**src/aac_pkg.sv**
```systemverilog
// Shared constants, types and helpers for the record-path input mix and gain registers.
// Assumes a single 10 MHz core clock and a register port fed by the codec control-bus front end.
package aac_pkg;

    // ------------------------------------------------------------
    // Widths and types
    // ------------------------------------------------------------
    localparam int ADDR_W = 7;
    localparam int DATA_W = 8;
    localparam int GAIN_W = 7;
    localparam int LVL_W  = 4;

    typedef logic [ADDR_W-1:0] aac_addr_t;
    typedef logic [DATA_W-1:0] aac_data_t;
    typedef logic [GAIN_W-1:0] aac_gain_t;
    typedef logic [LVL_W-1:0]  aac_lvl_t;

    typedef enum logic [1:0] {
        STEP_EACH_FS = 2'h0,
        STEP_TWO_FS  = 2'h1,
        STEP_OFF_A   = 2'h2,
        STEP_OFF_B   = 2'h3
    } aac_step_rate_t;

    // ------------------------------------------------------------
    // Register offsets
    // ------------------------------------------------------------
    localparam aac_addr_t ADDR_RIGHT_GAIN = 7'h10;
    localparam aac_addr_t ADDR_AUX_LEFT   = 7'h11;
    localparam aac_addr_t ADDR_AUX_RIGHT  = 7'h12;
    localparam aac_addr_t ADDR_LINE1_LEFT = 7'h13;

    // ------------------------------------------------------------
    // Reset values
    // ------------------------------------------------------------
    localparam aac_data_t RIGHT_GAIN_RST = 8'h80;
    localparam aac_data_t AUX_LEVEL_RST  = 8'hFF;
    localparam aac_data_t LINE1_RST      = 8'h78;
    localparam aac_data_t UNMAPPED_READ  = 8'h00;

    // ------------------------------------------------------------
    // Field positions and codes
    // ------------------------------------------------------------
    localparam int MUTE_BIT      = 7;
    localparam int GAIN_MSB      = 6;
    localparam int LVL_HI_LSB    = 4;
    localparam int LVL_LO_LSB    = 0;
    localparam int LINE_DIFF_BIT = 7;
    localparam int LINE_LVL_LSB  = 3;
    localparam int POWER_BIT     = 2;
    localparam int STEP_LSB      = 0;

    localparam aac_lvl_t  LVL_OFF  = 4'hF;
    localparam aac_gain_t GAIN_MAX = 7'h77;
    localparam aac_gain_t GAIN_ONE = 7'h01;

    // ------------------------------------------------------------
    // Timing
    // ------------------------------------------------------------
    localparam int CLK_HZ         = 10_000_000;
    localparam int SAMPLE_RATE_HZ = 48_000;
    localparam int FS_DIV         = CLK_HZ / SAMPLE_RATE_HZ;

    // ------------------------------------------------------------
    // Helpers
    // ------------------------------------------------------------
    function automatic aac_gain_t clamp_gain(input aac_gain_t g);
        clamp_gain = (g > GAIN_MAX) ? GAIN_MAX : g;
    endfunction

    function automatic logic lvl_conn(input aac_lvl_t c);
        lvl_conn = (c != LVL_OFF);
    endfunction

endpackage

```
**src/aac_step_if.sv**
```systemverilog
// Carrier between the register top and the soft-step gain ramp.
// Assumes both ends sit on the same core clock.
interface aac_step_if;
    import aac_pkg::*;

    aac_gain_t      target;
    aac_step_rate_t rate;
    logic           tick;
    aac_gain_t      applied;

    modport ctrl (output target, output rate, output tick, input applied);
    modport ramp (input target, input rate, input tick, output applied);
endinterface
```
**src/aac_fs_tick.sv**
```systemverilog
// Sample-rate enable divider: one-cycle tick every DIV core clocks.
// Assumes a synchronised active-low reset.
module aac_fs_tick #(
    parameter int DIV = aac_pkg::FS_DIV
) (
    input  wire logic core_clk,
    input  wire logic rst_n,
    output logic      tick
);
    import aac_pkg::*;

    localparam int CNT_W = $clog2(DIV);
    localparam logic [CNT_W-1:0] LAST = CNT_W'(DIV - 1);

    generate
        if (DIV < 2) begin : g_bad_div
            $error("aac_fs_tick: DIV must be at least 2");
        end
    endgenerate

    logic [CNT_W-1:0] cnt_r;

    always_ff @(posedge core_clk or negedge rst_n) begin
        if (!rst_n) begin
            cnt_r <= '0;
            tick  <= 1'b0;
        end else begin
            tick  <= (cnt_r == LAST);
            cnt_r <= (cnt_r == LAST) ? '0 : CNT_W'(cnt_r + 1'b1);
        end
    end
endmodule

```
**src/aac_gain_ramp.sv**
```systemverilog
// Soft-step ramp: moves the applied gain toward the target one 0.5 dB code per one or two sample intervals.
// Assumes the target is already clamped and the tick comes from the sample-rate divider.
module aac_gain_ramp (
    input  wire logic core_clk,
    input  wire logic rst_n,
    aac_step_if.ramp  stp
);
    import aac_pkg::*;

    logic half_r;

    function automatic aac_gain_t step_toward(input aac_gain_t cur, input aac_gain_t tgt);
        if (cur < tgt)
            step_toward = GAIN_W'(cur + GAIN_ONE);
        else if (cur > tgt)
            step_toward = GAIN_W'(cur - GAIN_ONE);
        else
            step_toward = cur;
    endfunction

    always_ff @(posedge core_clk or negedge rst_n) begin
        if (!rst_n) begin
            stp.applied <= '0;
            half_r      <= 1'b0;
        end else begin
            case (stp.rate)
                STEP_EACH_FS: begin
                    half_r <= 1'b0;
                    if (stp.tick)
                        stp.applied <= step_toward(stp.applied, stp.target);
                end
                STEP_TWO_FS: begin
                    if (stp.tick) begin
                        half_r <= ~half_r;
                        if (half_r)
                            stp.applied <= step_toward(stp.applied, stp.target);
                    end
                end
                default: begin
                    half_r      <= 1'b0;
                    stp.applied <= stp.target;
                end
            endcase
        end
    end
endmodule

```
**src/aac_input_mix_regs.sv**
```systemverilog
// Record-path front-end registers: right PGA gain and mute, aux mic levels into both ADC mixers,
// first left line input mode, level, left ADC power and left PGA soft-step rate.
// Assumes a control-bus front end on core_clk presenting one-cycle read and write strobes.
module aac_input_mix_regs #(
    parameter int FS_DIV = aac_pkg::FS_DIV
) (
    input  wire logic            core_clk,
    input  wire logic            resetn,
    input  wire logic            reg_wr,
    input  wire logic            reg_rd,
    input  wire aac_pkg::aac_addr_t reg_addr,
    input  wire aac_pkg::aac_data_t reg_wdata,
    output aac_pkg::aac_data_t   reg_rdata,
    output logic                 reg_rvalid,
    input  wire aac_pkg::aac_gain_t left_gain_target,
    output logic                 right_pga_mute,
    output aac_pkg::aac_gain_t   right_pga_gain,
    output aac_pkg::aac_lvl_t    aux_mic_in_left_to_left_level,
    output logic                 aux_mic_in_left_to_left_conn,
    output aac_pkg::aac_lvl_t    aux_mic_in_right_to_left_level,
    output logic                 aux_mic_in_right_to_left_conn,
    output aac_pkg::aac_lvl_t    aux_mic_in_left_to_right_level,
    output logic                 aux_mic_in_left_to_right_conn,
    output aac_pkg::aac_lvl_t    aux_mic_in_right_to_right_level,
    output logic                 aux_mic_in_right_to_right_conn,
    output logic                 line_in_first_left_diff,
    output aac_pkg::aac_lvl_t    line_in_first_left_level,
    output logic                 line_in_first_left_conn,
    output logic                 left_adc_power,
    output aac_pkg::aac_gain_t   left_gain_applied
);
    import aac_pkg::*;

    generate
        if (FS_DIV < 2) begin : g_bad_fs_div
            $error("aac_input_mix_regs: FS_DIV must be at least 2");
        end
    endgenerate

    // ------------------------------------------------------------
    // Reset release
    // ------------------------------------------------------------
    logic rst_meta_r;
    logic rst_n;

    always_ff @(posedge core_clk or negedge resetn) begin
        if (!resetn) begin
            rst_meta_r <= 1'b0;
            rst_n      <= 1'b0;
        end else begin
            rst_meta_r <= 1'b1;
            rst_n      <= rst_meta_r;
        end
    end

    // ------------------------------------------------------------
    // Register storage
    // ------------------------------------------------------------
    aac_data_t right_gain_r;
    aac_data_t aux_left_r;
    aac_data_t aux_right_r;
    aac_data_t line1_r;

    logic wr_right;
    logic wr_aux_l;
    logic wr_aux_r;
    logic wr_line1;

    assign wr_right = reg_wr && (reg_addr == ADDR_RIGHT_GAIN);
    assign wr_aux_l = reg_wr && (reg_addr == ADDR_AUX_LEFT);
    assign wr_aux_r = reg_wr && (reg_addr == ADDR_AUX_RIGHT);
    assign wr_line1 = reg_wr && (reg_addr == ADDR_LINE1_LEFT);

    // All bits stored as written; reserved level codes are the writer's problem
    always_ff @(posedge core_clk or negedge rst_n) begin
        if (!rst_n) begin
            right_gain_r <= RIGHT_GAIN_RST;
            aux_left_r   <= AUX_LEVEL_RST;
            aux_right_r  <= AUX_LEVEL_RST;
            line1_r      <= LINE1_RST;
        end else begin
            if (wr_right)
                right_gain_r <= reg_wdata;
            if (wr_aux_l)
                aux_left_r <= reg_wdata;
            if (wr_aux_r)
                aux_right_r <= reg_wdata;
            if (wr_line1)
                line1_r <= reg_wdata;
        end
    end

    // ------------------------------------------------------------
    // Read-back
    // ------------------------------------------------------------
    aac_data_t rd_mux;

    always_comb begin
        case (reg_addr)
            ADDR_RIGHT_GAIN: rd_mux = right_gain_r;
            ADDR_AUX_LEFT:   rd_mux = aux_left_r;
            ADDR_AUX_RIGHT:  rd_mux = aux_right_r;
            ADDR_LINE1_LEFT: rd_mux = line1_r;
            default:         rd_mux = UNMAPPED_READ;
        endcase
    end

    always_ff @(posedge core_clk or negedge rst_n) begin
        if (!rst_n) begin
            reg_rdata  <= UNMAPPED_READ;
            reg_rvalid <= 1'b0;
        end else begin
            reg_rvalid <= reg_rd;
            if (reg_rd)
                reg_rdata <= rd_mux;
        end
    end

    // ------------------------------------------------------------
    // Field decode to analog controls
    // ------------------------------------------------------------
    // Registered once more so every control pin is glitch-free toward the analog side
    aac_lvl_t f_aux_ll;
    aac_lvl_t f_aux_rl;
    aac_lvl_t f_aux_lr;
    aac_lvl_t f_aux_rr;
    aac_lvl_t f_line;

    assign f_aux_ll = aux_left_r[LVL_HI_LSB +: LVL_W];
    assign f_aux_rl = aux_left_r[LVL_LO_LSB +: LVL_W];
    assign f_aux_lr = aux_right_r[LVL_HI_LSB +: LVL_W];
    assign f_aux_rr = aux_right_r[LVL_LO_LSB +: LVL_W];
    assign f_line   = line1_r[LINE_LVL_LSB +: LVL_W];

    always_ff @(posedge core_clk or negedge rst_n) begin
        if (!rst_n) begin
            right_pga_mute <= 1'b1;
            right_pga_gain <= '0;
        end else begin
            right_pga_mute <= right_gain_r[MUTE_BIT];
            right_pga_gain <= clamp_gain(right_gain_r[GAIN_MSB:0]);
        end
    end

    always_ff @(posedge core_clk or negedge rst_n) begin
        if (!rst_n) begin
            aux_mic_in_left_to_left_level   <= LVL_OFF;
            aux_mic_in_left_to_left_conn    <= 1'b0;
            aux_mic_in_right_to_left_level  <= LVL_OFF;
            aux_mic_in_right_to_left_conn   <= 1'b0;
            aux_mic_in_left_to_right_level  <= LVL_OFF;
            aux_mic_in_left_to_right_conn   <= 1'b0;
            aux_mic_in_right_to_right_level <= LVL_OFF;
            aux_mic_in_right_to_right_conn  <= 1'b0;
        end else begin
            aux_mic_in_left_to_left_level   <= f_aux_ll;
            aux_mic_in_left_to_left_conn    <= lvl_conn(f_aux_ll);
            aux_mic_in_right_to_left_level  <= f_aux_rl;
            aux_mic_in_right_to_left_conn   <= lvl_conn(f_aux_rl);
            aux_mic_in_left_to_right_level  <= f_aux_lr;
            aux_mic_in_left_to_right_conn   <= lvl_conn(f_aux_lr);
            aux_mic_in_right_to_right_level <= f_aux_rr;
            aux_mic_in_right_to_right_conn  <= lvl_conn(f_aux_rr);
        end
    end

    // Mode pin is per connection; keeping both channels matched is left to software
    always_ff @(posedge core_clk or negedge rst_n) begin
        if (!rst_n) begin
            line_in_first_left_diff  <= 1'b0;
            line_in_first_left_level <= LVL_OFF;
            line_in_first_left_conn  <= 1'b0;
            left_adc_power           <= 1'b0;
        end else begin
            line_in_first_left_diff  <= line1_r[LINE_DIFF_BIT];
            line_in_first_left_level <= f_line;
            line_in_first_left_conn  <= lvl_conn(f_line);
            left_adc_power           <= line1_r[POWER_BIT];
        end
    end

    // ------------------------------------------------------------
    // Left PGA soft-stepping
    // ------------------------------------------------------------
    logic fs_tick;

    aac_step_if stp ();

    aac_fs_tick #(
        .DIV (FS_DIV)
    ) u_fs_tick (
        .core_clk (core_clk),
        .rst_n    (rst_n),
        .tick     (fs_tick)
    );

    assign stp.target = clamp_gain(left_gain_target);
    assign stp.rate   = aac_step_rate_t'(line1_r[STEP_LSB +: 2]);
    assign stp.tick   = fs_tick;

    aac_gain_ramp u_ramp (
        .core_clk (core_clk),
        .rst_n    (rst_n),
        .stp      (stp)
    );

    assign left_gain_applied = stp.applied;
endmodule

```
**config.mk**
```make
export PLATFORM = sky130hd
export DESIGN_NAME = aac_input_mix_regs
export DESIGN_NICKNAME = d
export VERILOG_FILES = /design/src/aac_pkg.sv /design/src/aac_step_if.sv /design/src/aac_fs_tick.sv /design/src/aac_gain_ramp.sv /design/src/aac_input_mix_regs.sv
export SDC_FILE = /design/constraint.sdc
export NUM_CORES = 1
export LEC_CHECK = 0
export BUFFER_PORTS_ARGS = -buffer_cell sky130_fd_sc_hd__buf_2
export CORE_AREA = 10 10 114 85
export DETAILED_ROUTE_END_ITERATION = 6
export DIE_AREA = 0 0 124 95
export GPL_TIMING_DRIVEN = 0
export PLACE_DENSITY_LB_ADDON = 0.15
export SLEW_MARGIN = 20
export SYNTH_ARGS = -nofsm -noshare
export SYNTH_HDL_FRONTEND = slang
export SYNTH_SLANG_ARGS = --single-unit
```
**constraint.sdc**
```tcl
create_clock -name core_clk -period 4.06 [get_ports core_clk]
set_clock_uncertainty 0.05 [all_clocks]
set_input_delay 1.015 -clock core_clk [delete_from_list [all_inputs] [get_ports core_clk]]
set_output_delay 1.015 -clock core_clk [all_outputs]
set_load 0.05 [all_outputs]
```
# == Word-level counts from Yosys, hierarchy flattened ==
# Index checks and enable logic that the tools add are counted.
# classes
addsub,3
order_cmp,4
eq_ne,14
mux,12
n_bitwise,1
reduce_logical,6
# op_table
operator,count
7-bit two-way mux,7
8-bit case mux with 4 select lines,1
"7-bit by 5-bit == test with 1-bit output, second input constant",4
"4-bit != test, second input constant",5
"7-bit greater-than comparator, second input constant",2
7-bit case mux with 2 select lines,1
"8-bit by 1-bit adder with 8-bit output, second input constant",1
"8-bit == test, second input constant",1
8-bit two-way mux,1
"7-bit by 1-bit adder with 7-bit output, second input constant",1
7-bit greater-than comparator,1
7-bit < comparator,1
"7-bit by 1-bit subtractor with 7-bit output, second input constant",1
1-bit logical AND,4
"2-bit != test, second input constant",2
3-bit AND reduction,1
"2-bit by 1-bit == test with 1-bit output, second input constant",1
2-bit zero test,1
1-bit two-way mux,2
"2-bit by 1-bit != test with 1-bit output, second input constant",1
1-bit NOT,1
# totals
ff_bits,95
in_bits,26
output_inout_bits,51
wordCells,66

# == Longest topological paths before layout ==
# Gate-level depths: netlist of the first run.
# logic_depth
word_depth,8
mapped_depth,13
mapped_depth_nobuf,13

# == Hierarchy ==
# From an unflattened synthesis of the first run, not the netlist that was laid out.
# unflattened
hier_cells,307
hier_area_um2,4146.5
# modules_own_cells
mod,n_inst,cells_per_inst,area_each_um2,seq_area_each_um2
aac_input_mix_regs,1,177,2897.8,2004.4
aac_gain_ramp,1,94,848.3,200.2
aac_fs_tick,1,36,400.4,225.2

# == Worst setup path before layout of the first run ==
# Ideal clock, no wire load.
# synth_path
path_type,input port to flip-flop
start,input port left_gain_target[5]
end,register u_ramp.stp.applied[6]
setup_time_ps,132
arrival_ps,3587
required_time_ps,3878
setup_slack_ps,291
cell_stages,13
n_path_buf,0
path_cell_list,inv_1 > nor3_1 > nor2_1 > ha_1 > a21oi_2 > a21o_1 > nand2_1 > fa_1 > a211oi_1 > o21a_1 > a2bb2oi_1 > nor3_1 > or3b_1
# synth_between
elab_chain_cells,8
elab_cells_between_ends,10
cone_classes,order compare (3); mux (7)
# synth_rtl
element,line_no,rtl
start: declaration,aac_input_mix_regs.sv:15,"input wire aac_pkg::aac_gain_t left_gain_target,"
7-bit greater-than comparator,aac_pkg.sv:68,clamp_gain = (g > GAIN_MAX) ? GAIN_MAX : g;
7-bit two-way mux *,aac_pkg.sv:68,
7-bit greater-than comparator,aac_gain_ramp.sv:15,else if (cur > tgt)
7-bit two-way mux,--,
7-bit two-way mux,aac_gain_ramp.sv:13,if (cur < tgt)
7-bit two-way mux,aac_gain_ramp.sv:35,if (half_r)
7-bit two-way mux,aac_gain_ramp.sv:33,if (stp.tick) begin
7-bit case mux with 2 select lines *,aac_gain_ramp.sv:26,case (stp.rate)
end signal: assignment,aac_gain_ramp.sv:30,"stp.applied <= step_toward(stp.applied, stp.target);"
end signal: assignment,aac_gain_ramp.sv:36,"stp.applied <= step_toward(stp.applied, stp.target);"
end signal: assignment,aac_gain_ramp.sv:41,stp.applied <= stp.target;
end: declaration,aac_step_if.sv:12,"modport ramp (input target, input rate, input tick, output applied);"
# Every way passes the cells marked *; elsewhere a longest branch is shown, timed or not. The select of a mux whose other input is x is not followed.
# A chain may end at the register's enable or synchronous reset.

# == Worst setup path after layout of the first run ==
# Ends and elaborated chain as after synthesis.

==> summary.txt, run 1 <==
Yosys
  – Async S/R FF share, synth: 100%
  – Portion of synthesized cell area occupied by the leading cell type: roughly a third
  – Post-synthesis instance area: 4070 sq um
  – Post-synthesis average cell area: ~13 sq um
  – Synthesized instance count: about 300
  – Proportion of synthesized chip area in sequential cells: 59.7%
  – Yosys top cell by area: sky130_fd_sc_hd__dfrtp_1
  – Count of unique library cells instantiated by Yosys: 45
  – Flip-flop and latch count after synthesis: between 90 and 100
  – Number of warnings reported in the yosys synthesis log: 0
  – EDFF count, synth: 0
  – Cell types with the largest area share after synthesis: sky130_fd_sc_hd__dfrtp_1 33%, sky130_fd_sc_hd__dfstp_2 27%, sky130_fd_sc_hd__mux2_2 8.9%, sky130_fd_sc_hd__mux4_2 4.4%, sky130_fd_sc_hd__ha_1 4.0%
  – Top FF cell, synth: sky130_fd_sc_hd__dfrtp_1
  – Net Count, Synth: 343

Timing
  – RSZ-0062 raised after global routing: no
  – Slew at the pin with the worst max-slew slack: around 660 ps
  – Number of pins with negative max-slew slack in the final report: 0
  – Max-slew headroom at the worst pin: 56.1%
  – Final period demand of the worst path: between 3000 and 4000 ps
  – Max Fclk: 262 MHz
  – Number of hold-slack violations in the final timing report: 0
  – Ratio of final minimum period to clock period: 94.0%
  – Hold WS: 311 ps
  – Setup violators final: 0

Clock tree
  – Maximum root-to-sink buffer count: 2
  – Clock Sink Count: between 90 and 100
  – CTS Root Cell: sky130_fd_sc_hd__clkbuf_8
  – Setup Fix Bufs, Post-CTS: 0
  – Clock network latency to the later pin of the worst-skew pair: 360 ps
  – Number of CTS-inserted buffers: 9
  – H-Tree Level Count: 3
  – Clock-pin slew on the worst setup and hold paths: approximately 90 ps
  – CTS tree: done

Run status
  – Result of the run: completed

Critical path
  – Category of the critical setup timing path: in -> reg
  – Largest stage delay on the critical path: 490 ps
  – Worst path bufs/invs: 2
  – Endpoint arrival time on the critical path: 4010 ps
  – Cell Chain, Critical Path: buf_2, inv_1, nor3_4, nor2_1, ha_1, a21oi_2, a21o_1, nand2_1, fa_1, a211oi_1, o21a_1, a2bb2oi_1, nor3_1, or3b_1
  – Crit end category: flop
  – Crit path max fanout: 6
  – Cell family with most CP delay: compound AO/OA/AOI/OAI gates
  – CP max stage cell: sky130_fd_sc_hd__fa_1
  – Worst path required time: around 4300 ps
  – Worst Setup Start Kind: primary input

Finish
  – Area added between synthesis and finish: 17.8%
  – Fill cells: 642
  – Non-filler cells in the finished layout: approximately 500
  – Number of antenna cells inserted: 0
  – Final core utilization: 63.1%
  – Number of nets in the layout: 431
  – Proportion of layout cells with a drive suffix above 1: 47.2%
  – Final design area excluding fillers: between 4000 and 5000 sq um

Hold path
  – Min-Delay Path Class: reg -> reg

Detailed routing
  – TritonRoute pass-1 iters: 4
  – Via count normalized by instance count: 5.42
  – Post-DRT Antenna Nets: 0
  – Post-route DRC: 0
  – First DRT Iteration DRCs: 155
  – Via count of the routed design: roughly 2.7k
  – Wirelength, routed: between 8000 and 9000 microns
  – Routed len/inst: 17.7 microns

GRT
  – Wire length of the first global-routing pass: 14000 microns
  – Number of global-route vias before repair: between 2k and 3k
  – GR Util All Layers: between 15 and 20%
  – Initial antenna violation count: 1
  – Remaining global-route overflow: 0
  – Maximum number of pins on one net before global-route repair: 53

Placement
  – Post-detailed-placement cell area: 4600 sq um
  – HPWL reported at the end of detailed placement: 6580 microns
  – Count of input and output buffers: 76
  – Gpl congestion: a little under 0.8
  – Count of placed standard cells including taps: 481

Floorplanning
  – Core region area: 7600 sq um
  – Vertical extent of the die: 95 microns
  – Effective utilization at floorplan: 53.6%
  – Number of placement rows: 27
  – Die outline area: 11800 sq um
  – Number of top-level pins: 77
  – X dimension of the die: 124 microns

Job
  – Max cap viols: 0

Pwr
  – Max rail drop VDD: 252 uV
  – Power per cell area: between 500 and 600 nW/um^2
  – Total leakage power: roughly 0.0022 uW
## cells by family (layout without fill, tap and decap cells)
kind of cell,after synthesis,in the layout,synth area share [%]
other,1,1,0.0921
adders and majority gates,14,14,4.49
AOI/OAI and AO/OA,46,46,7.50
DFF,95,95,59.7
muxes,44,44,14.3
buffers and inverters,29,122,2.74
xor gates and xnor gates,9,9,1.94
and+or+nand+nor,65,65,9.31
## cells in the final DEF (no fill, tap or decap), drive strengths merged
master	instances
nand4	9
xnor2	5
mux2	32
inv	26
mux2i	4
nor2b	1
o211ai	1
nand2b	8
clkbuf	15
nor3b	1
dfstp	42
conb	1
nand2	14
or3b	1
nor2	10
nor3	7
o21a	2
mux4	8
nand3b	2
a211oi	4
ha	13
xor2	4
and2	1
nor4	2
o22ai	8
and4	1
fa	1
buf	79
o21bai	1
and3	1
o21ai	14
a2bb2oi	2
a21o	3
clkinv	2
dfrtp	53
a21oi	10
nand4b	1
nand3	6
a31oi	1
## flip-flops by register name, indices dropped and copies added (netlist names), 4 cells and up
name                             count
line_in_first_left_level             4
reg_rdata                            8
right_gain_r                         8
aux_right_r                          8
u_ramp.stp.applied                   7
aux_mic_in_left_to_right_level       4
u_fs_tick.cnt_r                      8
aux_left_r                           8
right_pga_gain                       7
line1_r                              8
aux_mic_in_right_to_right_level      4
aux_mic_in_left_to_left_level        4
aux_mic_in_right_to_left_level       4
## metrics by stage
step	setup slack, ps	setup TNS [ps]	power (uW)
after global routing	46.7	0	2640
after CTS	40.7	0	2530
after detailed placement	-328	-328	1940
after global placement	-301	-301	1910
after floorplan	291	0	1750
final	244	0	2510
## what timing repair did
action,in CTS,in global routing
endpoints found under the hold margin,0,0
hold buffers,0,0
resized for setup,0,2
endpoints found under the setup margin,0,1
## routing by layer
| metal | global-route usage, % | wire [microns] |
|---|---|---|
| met2 | 22.8 | 4080 |
| met5 | 0 | 0 |
| met3 | 4.17 | 633 |
| met1 | 21.5 | 4000 |
| met4 | 4.59 | 95 |
## worst paths after layout
| path | start | to | slack (ps) | cells past startpoint |
|---|---|---|---|---|
| setup reg to reg | u_ramp.stp.applied[2] | u_ramp.stp.applied[6] | 990 | 10 |
| hold reg to reg | rst_meta_r | rst_n | 310 | 0 |
| hold / removal | rst_meta_r | rst_n | 310 | 0 |
| min in group asynchronous | rst_n | left_adc_power | 320 | 0 |
| max in group asynchronous | rst_n | aux_mic_in_right_to_right_level[3] | 2920 | 1 |
| setup / recovery | left_gain_target[5] | u_ramp.stp.applied[6] | 240 | 14 |
## cell type report
class | instances | area, sq um | area share [%]
clock inverters | 7 | 60.1 | 1.25
repair buffers | 77 | 400 | 8.35
well taps | 101 | 126 | 2.63
inverters | 21 | 78.8 | 1.64
multi-input cells | 179 | 1540 | 32.1
clock buffers | 9 | 124 | 2.58
plain buffers | 8 | 32.5 | 0.678
flip-flops and latches | 95 | 2430 | 50.7
## Yosys cell counts (5+ instances only)
cell type                  count
sky130_fd_sc_hd__inv_1        21
sky130_fd_sc_hd__o21ai_0      12
sky130_fd_sc_hd__nand2_1      14
sky130_fd_sc_hd__mux4_2        8
sky130_fd_sc_hd__nor3_1        6
sky130_fd_sc_hd__nand2b_1      8
sky130_fd_sc_hd__mux2_2       32
sky130_fd_sc_hd__a21oi_1       8
sky130_fd_sc_hd__nand4_1       9
sky130_fd_sc_hd__clkbuf_1      6
sky130_fd_sc_hd__ha_1         13
sky130_fd_sc_hd__xnor2_1       5
sky130_fd_sc_hd__dfstp_2      42
sky130_fd_sc_hd__o22ai_1       8
sky130_fd_sc_hd__nand3_1       6
sky130_fd_sc_hd__dfrtp_1      53
sky130_fd_sc_hd__nor2_1       10
## worst register-to-register path, cell delays in order, from the launching register on
cell                        delay (ps)
sky130_fd_sc_hd__dfrtp_1           420
sky130_fd_sc_hd__ha_1              350
sky130_fd_sc_hd__a21oi_2           220
sky130_fd_sc_hd__a21o_1            160
sky130_fd_sc_hd__nand2_1           180
sky130_fd_sc_hd__fa_1              500
sky130_fd_sc_hd__a211oi_1          240
sky130_fd_sc_hd__o21a_1            180
sky130_fd_sc_hd__a2bb2oi_1         210
sky130_fd_sc_hd__nor3_1             70
sky130_fd_sc_hd__or3b_1            370
## power by group
| group | internal (uW) | switching, uW | total [uW] |
|---|---|---|---|
| Clock | 236 | 348 | 584 |
| Sequential | 1050 | 88.4 | 1140 |
| Combinational | 286 | 495 | 782 |
| Total | 1580 | 932 | 2510 |
Power figures use the tool's default switching activity.
==> run 2, diff against run 1 <==
BUFFER_PORTS_ARGS = -buffer_cell sky130_fd_sc_hd__buf_4   (was -buffer_cell sky130_fd_sc_hd__buf_2)
==> run 2 against run 1 <==
Net effect: clock-buffer cell count up 1; combinational power rose by 5.9%; core utilization grew 3.4 points; register-to-register slack worse by 20 ps; clock power up 20%; sequential power hardly changed; final area rose by 5.3%; worst setup slack got worse by 50 ps; hold slack worse by 230 ps; global-route usage is 0.36 points higher; cell count grew 0.20%; power increased by 6.3%.
==> summary.txt, run 2 (synthesized netlist as in run 1, its figures left out) <==
Run status
  – Result of the run: completed (unchanged)

Detailed routing
  – TritonRoute pass-1 iters: 4 (unchanged)
  – Post-route DRC: 0 (unchanged)
  – Routed len/inst: 17.9 microns (was 17.7 microns)
  – First DRT Iteration DRCs: 241 (was 155)
  – Via count of the routed design: 2645 (was 2693)
  – Via count normalized by instance count: 5.31 (was 5.42)
  – Wirelength, routed: 8920 microns (was 8810 microns)
  – Post-DRT Antenna Nets: 0 (unchanged)

Pwr
  – Max rail drop VDD: 307 uV (was 252 uV)
  – Total leakage power: 0.00225 uW (was 0.00219 uW)
  – Clk pwr share: 26.3% (was 23.3%)
  – Power share of the sequential group: 42.7% (was 45.5%)
  – Power per cell area: 527 nW/um^2 (was 523 nW/um^2)
  – Combinational cell fraction of total power: 31.1% (was 31.2%)
  – Sw Pwr: 915 uW (was 932 uW)
  – Switch share: 34.4% (was 37.2%)
  – P_int: 1750 uW (was 1580 uW)
  – Power, Total: 2660 uW (was 2510 uW)

Timing
  – Slew at the pin with the worst max-slew slack: 604 ps (was 659 ps)
  – Hold WS: 79.4 ps (was 311 ps)
  – Setup violators final: 0 (unchanged)
  – Ratio of final minimum period to clock period: 95.2% (was 94.0%)
  – Final period demand of the worst path: 3870 ps (was 3820 ps)
  – Number of pins with negative max-slew slack in the final report: 0 (unchanged)
  – RSZ-0062 raised after global routing: no (unchanged)
  – Max-slew headroom at the worst pin: 59.5% (was 56.1%)
  – Max Fclk: 259 MHz (was 262 MHz)
  – Number of hold-slack violations in the final timing report: 0 (unchanged)

Clock tree
  – Number of CTS-inserted buffers: 9 (unchanged)
  – Maximum root-to-sink buffer count: 2 (unchanged)
  – Clock network latency to the later pin of the worst-skew pair: 370 ps (was 360 ps)
  – Clock-pin slew on the worst setup and hold paths: 80 ps (was 90 ps)
  – Clock Sink Count: 95 (unchanged)
  – CTS Root Cell: sky130_fd_sc_hd__clkbuf_8 (unchanged)
  – H-Tree Level Count: 3 (unchanged)
  – Setup Fix Bufs, Post-CTS: 0 (unchanged)
  – Number of gates resized after CTS: 0 (unchanged)
  – Number of buffers added to fix hold violations after cts: 0 (unchanged)
  – CTS tree: done (unchanged)

Floorplanning
  – Effective utilization at floorplan: 53.6% (unchanged)
  – Number of placement rows: 27 (unchanged)
  – Core region area: 7600 sq um (unchanged)
  – X dimension of the die: 124 microns (unchanged)
  – Vertical extent of the die: 95 microns (unchanged)
  – Number of top-level pins: 77 (unchanged)
  – Die outline area: 11800 sq um (unchanged)

Hold path
  – Min-Delay Path Class: reg -> async (was reg -> reg)

GRT
  – Remaining global-route overflow: 0 (unchanged)
  – GR Util All Layers: 15.7% (was 15.3%)
  – Wire length of the first global-routing pass: 14000 microns (about the same)
  – Global routing usage on met2: 22.7% (was 22.8%)
  – Number of global-route vias before repair: 2665 (was 2622)
  – Most congested layer reported by global routing: met2 (unchanged)
  – Global routing met3 resource utilization: 5.84% (was 4.17%)
  – Initial antenna violation count: 0 (was 1)
  – Maximum number of pins on one net before global-route repair: 57 (was 53)
  – Met1 Use GR: 21.5% (about the same)

Critical path
  – Start of the worst register-to-register path: u_ramp.stp.applied[2] (unchanged)
  – Category of the critical setup timing path: in -> reg (unchanged)
  – CP max stage cell: sky130_fd_sc_hd__ha_1 (was sky130_fd_sc_hd__fa_1)
  – Cell family with most CP delay: simple AND/OR/NAND/NOR gates (was compound AO/OA/AOI/OAI gates)
  – Cell Chain, Critical Path: buf_4, inv_1, nor3_2, nor2_1, ha_1, a21oi_2, a21o_1, nand2_1, ha_1, a211oi_1, o21a_1, nor4_1, nor3_1, or3b_1 (was buf_2, inv_1, nor3_4, nor2_1, ha_1, a21oi_2, a21o_1, nand2_1, fa_1, a211oi_1, o21a_1, a2bb2oi_1, nor3_1, or3b_1)
  – Largest stage delay on the critical path: 430 ps (was 490 ps)
  – Worst path required time: 4260 ps (was 4250 ps)
  – Crit end category: flop (unchanged)
  – Worst Setup Start Kind: primary input (unchanged)
  – Worst path bufs/invs: 2 (unchanged)
  – Setup crit start: left_gain_target[5] (unchanged)
  – Crit path max fanout: 6 (unchanged)
  – Endpoint arrival time on the critical path: 4070 ps (was 4010 ps)
  – Top cell by count, worst path: sky130_fd_sc_hd__ha_1

Finish
  – Commonest cells after routing, fill and taps aside: 76 x sky130_fd_sc_hd__buf_4, 52 x sky130_fd_sc_hd__dfrtp_1, 42 x sky130_fd_sc_hd__dfstp_2, 32 x sky130_fd_sc_hd__mux2_2, 21 x sky130_fd_sc_hd__inv_1 (was 78 x sky130_fd_sc_hd__buf_2, 52 x sky130_fd_sc_hd__dfrtp_1, 42 x sky130_fd_sc_hd__dfstp_2, 32 x sky130_fd_sc_hd__mux2_2, 21 x sky130_fd_sc_hd__inv_1)
  – Number of antenna cells inserted: 0 (unchanged)
  – Number of nets in the layout: 432 (was 431)
  – Proportion of layout cells with a drive suffix above 1: 47.4% (was 47.2%)
  – Area added between synthesis and finish: 24.1% (was 17.8%)
  – Final core utilization: 66.5% (was 63.1%)
  – Most common cell after layout, fill and taps aside: sky130_fd_sc_hd__buf_4 (was sky130_fd_sc_hd__buf_2)

Placement
  – Count of input and output buffers: 76 (unchanged)
  – HPWL reported at the end of detailed placement: 6600 microns (was 6580 microns)
  – Gpl congestion: 0.775 (was 0.790)

Job
  – Max cap viols: 0 (unchanged)
[run 2: cell count changes in the layout (fill, tap and decap cells not counted), sizes merged]
| cell | previous run | this run |
|---|---|---|
| buf | 79 | 80 |
| clkbuf | 15 | 16 |
| inv | 26 | 23 |
| bufinv | 0 | 2 |
| clkinv | 2 | 1 |
| clkinvlp | 0 | 1 |
[run 2: cell type report]
class	count	area, sq um
fill	578	2550
sequential	95	2430
multi-input combinational	179	1540
timing repair buffer	78	618
clock buffer	10	138
tap	101	126
clock inverter	6	91.3
inverter	21	78.8
buffer	8	32.5
[run 2: routing by layer]
layer,share of wire [%],vias up
met1,46,1312
met5,0,-
met4,0.93,0
li1,-,1262
met2,46,63
met3,7.1,8
[run 2: worst paths after layout]
path	end	slack, ps	depth (start not counted)
min in group core_clk	rst_n	330	0
max reg2reg	u_ramp.stp.applied[6]	970	10
max	u_ramp.stp.applied[6]	190	14
min	u_ramp.stp.applied[6]	80	0
max in group asynchronous	aux_right_r[0]	3110	2
min reg2reg	u_ramp.stp.applied[6]	80	0
[run 2: power groups by stage]
stage | Sequential [uW] | Combinational, uW | Clock (uW)
global placement | 1170 | 788 | 0
finish | 1140 | 828 | 700
CTS | 1140 | 830 | 716
detailed placement | 1150 | 823 | 0
global route | 1150 | 900 | 756
floorplan | 1340 | 408 | 0
[run 2: per-stage QoR]
step,area [sq um],cells,setup TNS (ps),setup WS (ps)
3_5_place_dp,4820,482,-290,-290
2_1_floorplan,4070,303,0,291
6_report,5050,498,0,194
5_1_grt,5050,498,0,16.4
3_3_place_gp,4770,480,-261,-261
4_1_cts,5050,498,0,94.5
==> run 3, diff against run 2 <==
CORE_AREA = 10 10 115 86   (was 10 10 114 85)
DIE_AREA = 0 0 125 96   (was 0 0 124 95)
SYNTH_HIERARCHICAL = 1   (was not set)
==> run 3 against run 2 <==
Net effect: via count grew 0.11%; sequential cell count did not move; cell count increased by 0.60%; hold slack better by 160 ps; sequential power about the same; fmax rose by 4.9%; synthesized cell count rose by 1.3%; combinational power is 2% higher; routed wire length is 0.72% higher.
==> summary.txt, run 3 <==
GRT
  – Wire length of the first global-routing pass: 14700 microns (was 14000 microns)
  – Met1 Use GR: 21.8% (was 21.5%)
  – Most congested layer reported by global routing: met2 (unchanged)
  – Number of global-route vias before repair: 2776 (was 2665)
  – Global routing usage on met2: 22.3% (was 22.7%)
  – Remaining global-route overflow: 0 (unchanged)
  – Global routing met3 resource utilization: 5.33% (was 5.84%)
  – GR Util All Layers: 15.5% (was 15.7%)
  – Initial antenna violation count: 0 (unchanged)
  – Maximum number of pins on one net before global-route repair: 59 (was 57)

Detailed routing
  – Routed len/inst: 17.9 microns (about the same)
  – TritonRoute pass-1 iters: 5 (was 4)
  – Via count of the routed design: 2648 (was 2645)
  – Wirelength, routed: 8980 microns (was 8920 microns)
  – Post-DRT Antenna Nets: 0 (unchanged)
  – First DRT Iteration DRCs: 141 (was 241)
  – Via count normalized by instance count: 5.29 (was 5.31)
  – Post-route DRC: 0 (unchanged)

Yosys
  – Number of warnings reported in the yosys synthesis log: 6 (was 0)
  – Cell types with the highest counts after synthesis: 53 x sky130_fd_sc_hd__dfrtp_1, 42 x sky130_fd_sc_hd__dfstp_2, 32 x sky130_fd_sc_hd__mux2_2 (unchanged)
  – Net Count, Synth: 347 (was 343)
  – Count of unique library cells instantiated by Yosys: 49 (was 45)
  – Flip-flop and latch count after synthesis: 95 (unchanged)
  – EDFF count, synth: 0 (unchanged)
  – Proportion of synthesized chip area in sequential cells: 58.6% (was 59.7%)
  – Portion of synthesized cell area occupied by the leading cell type: 32.0% (was 32.6%)
  – Top FF cell, synth: sky130_fd_sc_hd__dfrtp_1 (unchanged)
  – Post-synthesis average cell area: 13.5 sq um (was 13.4 sq um)
  – Async S/R FF share, synth: 100% (unchanged)
  – Post-synthesis instance area: 4150 sq um (was 4070 sq um)
  – Yosys top cell by area: sky130_fd_sc_hd__dfrtp_1 (unchanged)
  – Cell types with the largest area share after synthesis: sky130_fd_sc_hd__dfrtp_1 32%, sky130_fd_sc_hd__dfstp_2 27%, sky130_fd_sc_hd__mux2_2 8.7%, sky130_fd_sc_hd__mux4_2 4.3%, sky130_fd_sc_hd__ha_1 3.9% (was sky130_fd_sc_hd__dfrtp_1 33%, sky130_fd_sc_hd__dfstp_2 27%, sky130_fd_sc_hd__mux2_2 8.9%, sky130_fd_sc_hd__mux4_2 4.4%, sky130_fd_sc_hd__ha_1 4.0%)
  – Synthesized instance count: 307 (was 303)
  – Most repeated cell in the gate-level netlist after synthesis: sky130_fd_sc_hd__dfrtp_1 (unchanged)

Floorplanning
  – Vertical extent of the die: 96 microns (was 95 microns)
  – Number of placement rows: 27 (unchanged)
  – Core region area: 7700 sq um (was 7600 sq um)
  – Effective utilization at floorplan: 53.8% (was 53.6%)
  – Die outline area: 12000 sq um (was 11800 sq um)
  – X dimension of the die: 125 microns (was 124 microns)
  – Number of top-level pins: 77 (unchanged)

Critical path
  – Worst path required time: 4260 ps (about the same)
  – CP max stage cell: sky130_fd_sc_hd__fa_1 (was sky130_fd_sc_hd__ha_1)
  – Endpoint arrival time on the critical path: 3890 ps (was 4070 ps)
  – Crit end category: flop (unchanged)
  – Category of the critical setup timing path: in -> reg (unchanged)
  – Largest stage delay on the critical path: 480 ps (was 430 ps)
  – Crit path max fanout: 6 (unchanged)
  – Worst Setup Start Kind: primary input (unchanged)
  – Cell Chain, Critical Path: buf_4, nand4_1, nand2b_1, inv_1, ha_1, a21oi_4, a21o_1, nand2_1, fa_1, a211oi_1, o21a_1, a2bb2oi_1, nor3_1, or3b_1 (was buf_4, inv_1, nor3_2, nor2_1, ha_1, a21oi_2, a21o_1, nand2_1, ha_1, a211oi_1, o21a_1, nor4_1, nor3_1, or3b_1)

Timing
  – Number of pins with negative max-slew slack in the final report: 0 (unchanged)
  – Final period demand of the worst path: 3690 ps (was 3870 ps)
  – Worst-case setup margin in the final layout: 374 ps (was 194 ps)
  – Number of hold-slack violations in the final timing report: 0 (unchanged)
  – Setup violators final: 0 (unchanged)
  – Max Fclk: 271 MHz (was 259 MHz)
  – Slew at the pin with the worst max-slew slack: 592 ps (was 604 ps)
  – RSZ-0062 raised after global routing: no (unchanged)
  – Ratio of final minimum period to clock period: 90.8% (was 95.2%)
  – Max-slew headroom at the worst pin: 60.4% (was 59.5%)

Finish
  – Number of nets in the layout: 435 (was 432)
  – Fill cells: 608 (was 578)
  – Number of antenna cells inserted: 0 (unchanged)
  – Area added between synthesis and finish: 22.1% (was 24.1%)
  – Most common cell after layout, fill and taps aside: sky130_fd_sc_hd__buf_4 (unchanged)
  – Commonest cells after routing, fill and taps aside: 76 x sky130_fd_sc_hd__buf_4, 52 x sky130_fd_sc_hd__dfrtp_1, 42 x sky130_fd_sc_hd__dfstp_2, 32 x sky130_fd_sc_hd__mux2_2, 28 x sky130_fd_sc_hd__inv_1 (was 76 x sky130_fd_sc_hd__buf_4, 52 x sky130_fd_sc_hd__dfrtp_1, 42 x sky130_fd_sc_hd__dfstp_2, 32 x sky130_fd_sc_hd__mux2_2, 21 x sky130_fd_sc_hd__inv_1)
  – Proportion of layout cells with a drive suffix above 1: 48.3% (was 47.4%)
  – Final design area excluding fillers: 5060 sq um (was 5050 sq um)

Pwr
  – Combinational cell fraction of total power: 32.7% (was 31.1%)
  – Total leakage power: 0.00230 uW (was 0.00225 uW)
  – Clk pwr share: 23.0% (was 26.3%)
  – Switch share: 36.8% (was 34.4%)
  – Max rail drop VDD: 295 uV (was 307 uV)
  – Power per cell area: 509 nW/um^2 (was 527 nW/um^2)
  – Power share of the sequential group: 44.3% (was 42.7%)
  – P_int: 1630 uW (was 1750 uW)
  – Sw Pwr: 950 uW (was 915 uW)

Clock tree
  – Setup Fix Bufs, Post-CTS: 0 (unchanged)
  – Clock Sink Count: 95 (unchanged)
  – Number of CTS-inserted buffers: 9 (unchanged)
  – H-Tree Level Count: 3 (unchanged)
  – CTS tree: done (unchanged)
  – Clock-pin slew on the worst setup and hold paths: 100 ps (was 80 ps)
  – Number of gates resized after CTS: 0 (unchanged)
  – Number of buffers added to fix hold violations after cts: 0 (unchanged)
  – CTS Root Cell: sky130_fd_sc_hd__clkbuf_8 (unchanged)
  – Maximum root-to-sink buffer count: 2 (unchanged)
  – Clock network latency to the later pin of the worst-skew pair: 370 ps (about the same)

Placement
  – Post-detailed-placement cell area: 4870 sq um (was 4820 sq um)
  – Count of input and output buffers: 76 (unchanged)
  – HPWL reported at the end of detailed placement: 6700 microns (was 6600 microns)
  – Gpl congestion: 0.774 (was 0.775)
  – Worst slack at placement: -15.5 ps (was -290 ps)

Run status
  – Result of the run: completed (unchanged)

Hold path
  – Min-Delay Path Class: reg -> async (unchanged)

Job
  – Max cap viols: 0 (unchanged)
-- run 3: cell types whose count changed after synthesis, sizes merged, moves of 3 or more --
cell / previous run / this run
nor2: 10 / 6
nand2: 14 / 9
nand4b: 1 / 4
inv: 21 / 28
clkbuf: 6 / 9
-- run 3: layout make-up --
cell class                 instances  area, sq um  area share [%]
clock buffer                       9          124            2.45
buffer                            12         55.1            1.09
sequential                        95         2430            48.1
multi-input combinational        172         1560            30.8
tap                              101          126            2.50
clock inverter                     7         62.6            1.24
inverter                          28          105            2.08
timing repair buffer              77          598            11.8
-- run 3: cell families after synthesis --
| kind of cell | count (synthesis) | synth area share, % |
|---|---|---|
| simple gates | 55 | 8.66 |
| compound gates | 49 | 8.45 |
| other cells | 1 | 0.0904 |
| flops | 95 | 58.6 |
| mux | 45 | 14.2 |
| buf+inv | 40 | 3.86 |
| fa+ha+maj | 14 | 4.41 |
| xor+xnor | 8 | 1.69 |
-- run 3: worst paths after layout --
path | startpoint | end | slack (ps) | cells after the start
max in group asynchronous | rst_n | aux_mic_in_right_to_left_level[1] | 3030 | 1
worst min-delay path | rst_n | u_fs_tick/cnt_r[7] | 240 | 0
min in group core_clk | rst_meta_r | rst_n | 310 | 0
worst min register to register | rst_n | u_fs_tick/cnt_r[7] | 240 | 0
worst max register to register | u_ramp/stp.applied[4] | u_ramp/stp.applied[6] | 1050 | 10
worst max-delay path | left_gain_target[4] | u_ramp/stp.applied[6] | 370 | 14
-- run 3: power by group through the flow --
stage	clock, uW	combinational [uW]	sequential [uW]
finish	594	842	1140
detailed placement	0	842	1160
floorplan	0	434	1340
global route	651	916	1160
global placement	0	813	1170
CTS	611	849	1140
-- run 3: worst max-delay path: cells and delay by family --
| kind | cells | cell delay (ps) |
|---|---|---|
| AOI/OAI and AO/OA | 5 | 960 |
| adders and majority gates | 2 | 830 |
| buffers and inverters | 2 | 130 |
| and+or+nand+nor | 5 | 960 |
-- run 3: through the flow --
stage               util (%)  TNS (ps)  total power (uW)  hold slack, ps  cells
finish                  65.7         0              2580             244    501
global route            65.7         0              2720             273    501
CTS                     65.7         0              2600             253    501
detailed placement      63.3     -15.5              2000             251    485
global placement        62.9     -8.05              1980             287    484
floorplan                  -         0              1770             281    307
-- run 3: metal layers --
| metal | routed length, microns | vias up |
|---|---|---|
| li1 | - | 1258 |
| met1 | 4480 | 1305 |
| met2 | 3790 | 78 |
| met3 | 634 | 7 |
| met4 | 77 | 0 |
| met5 | 0 | - |
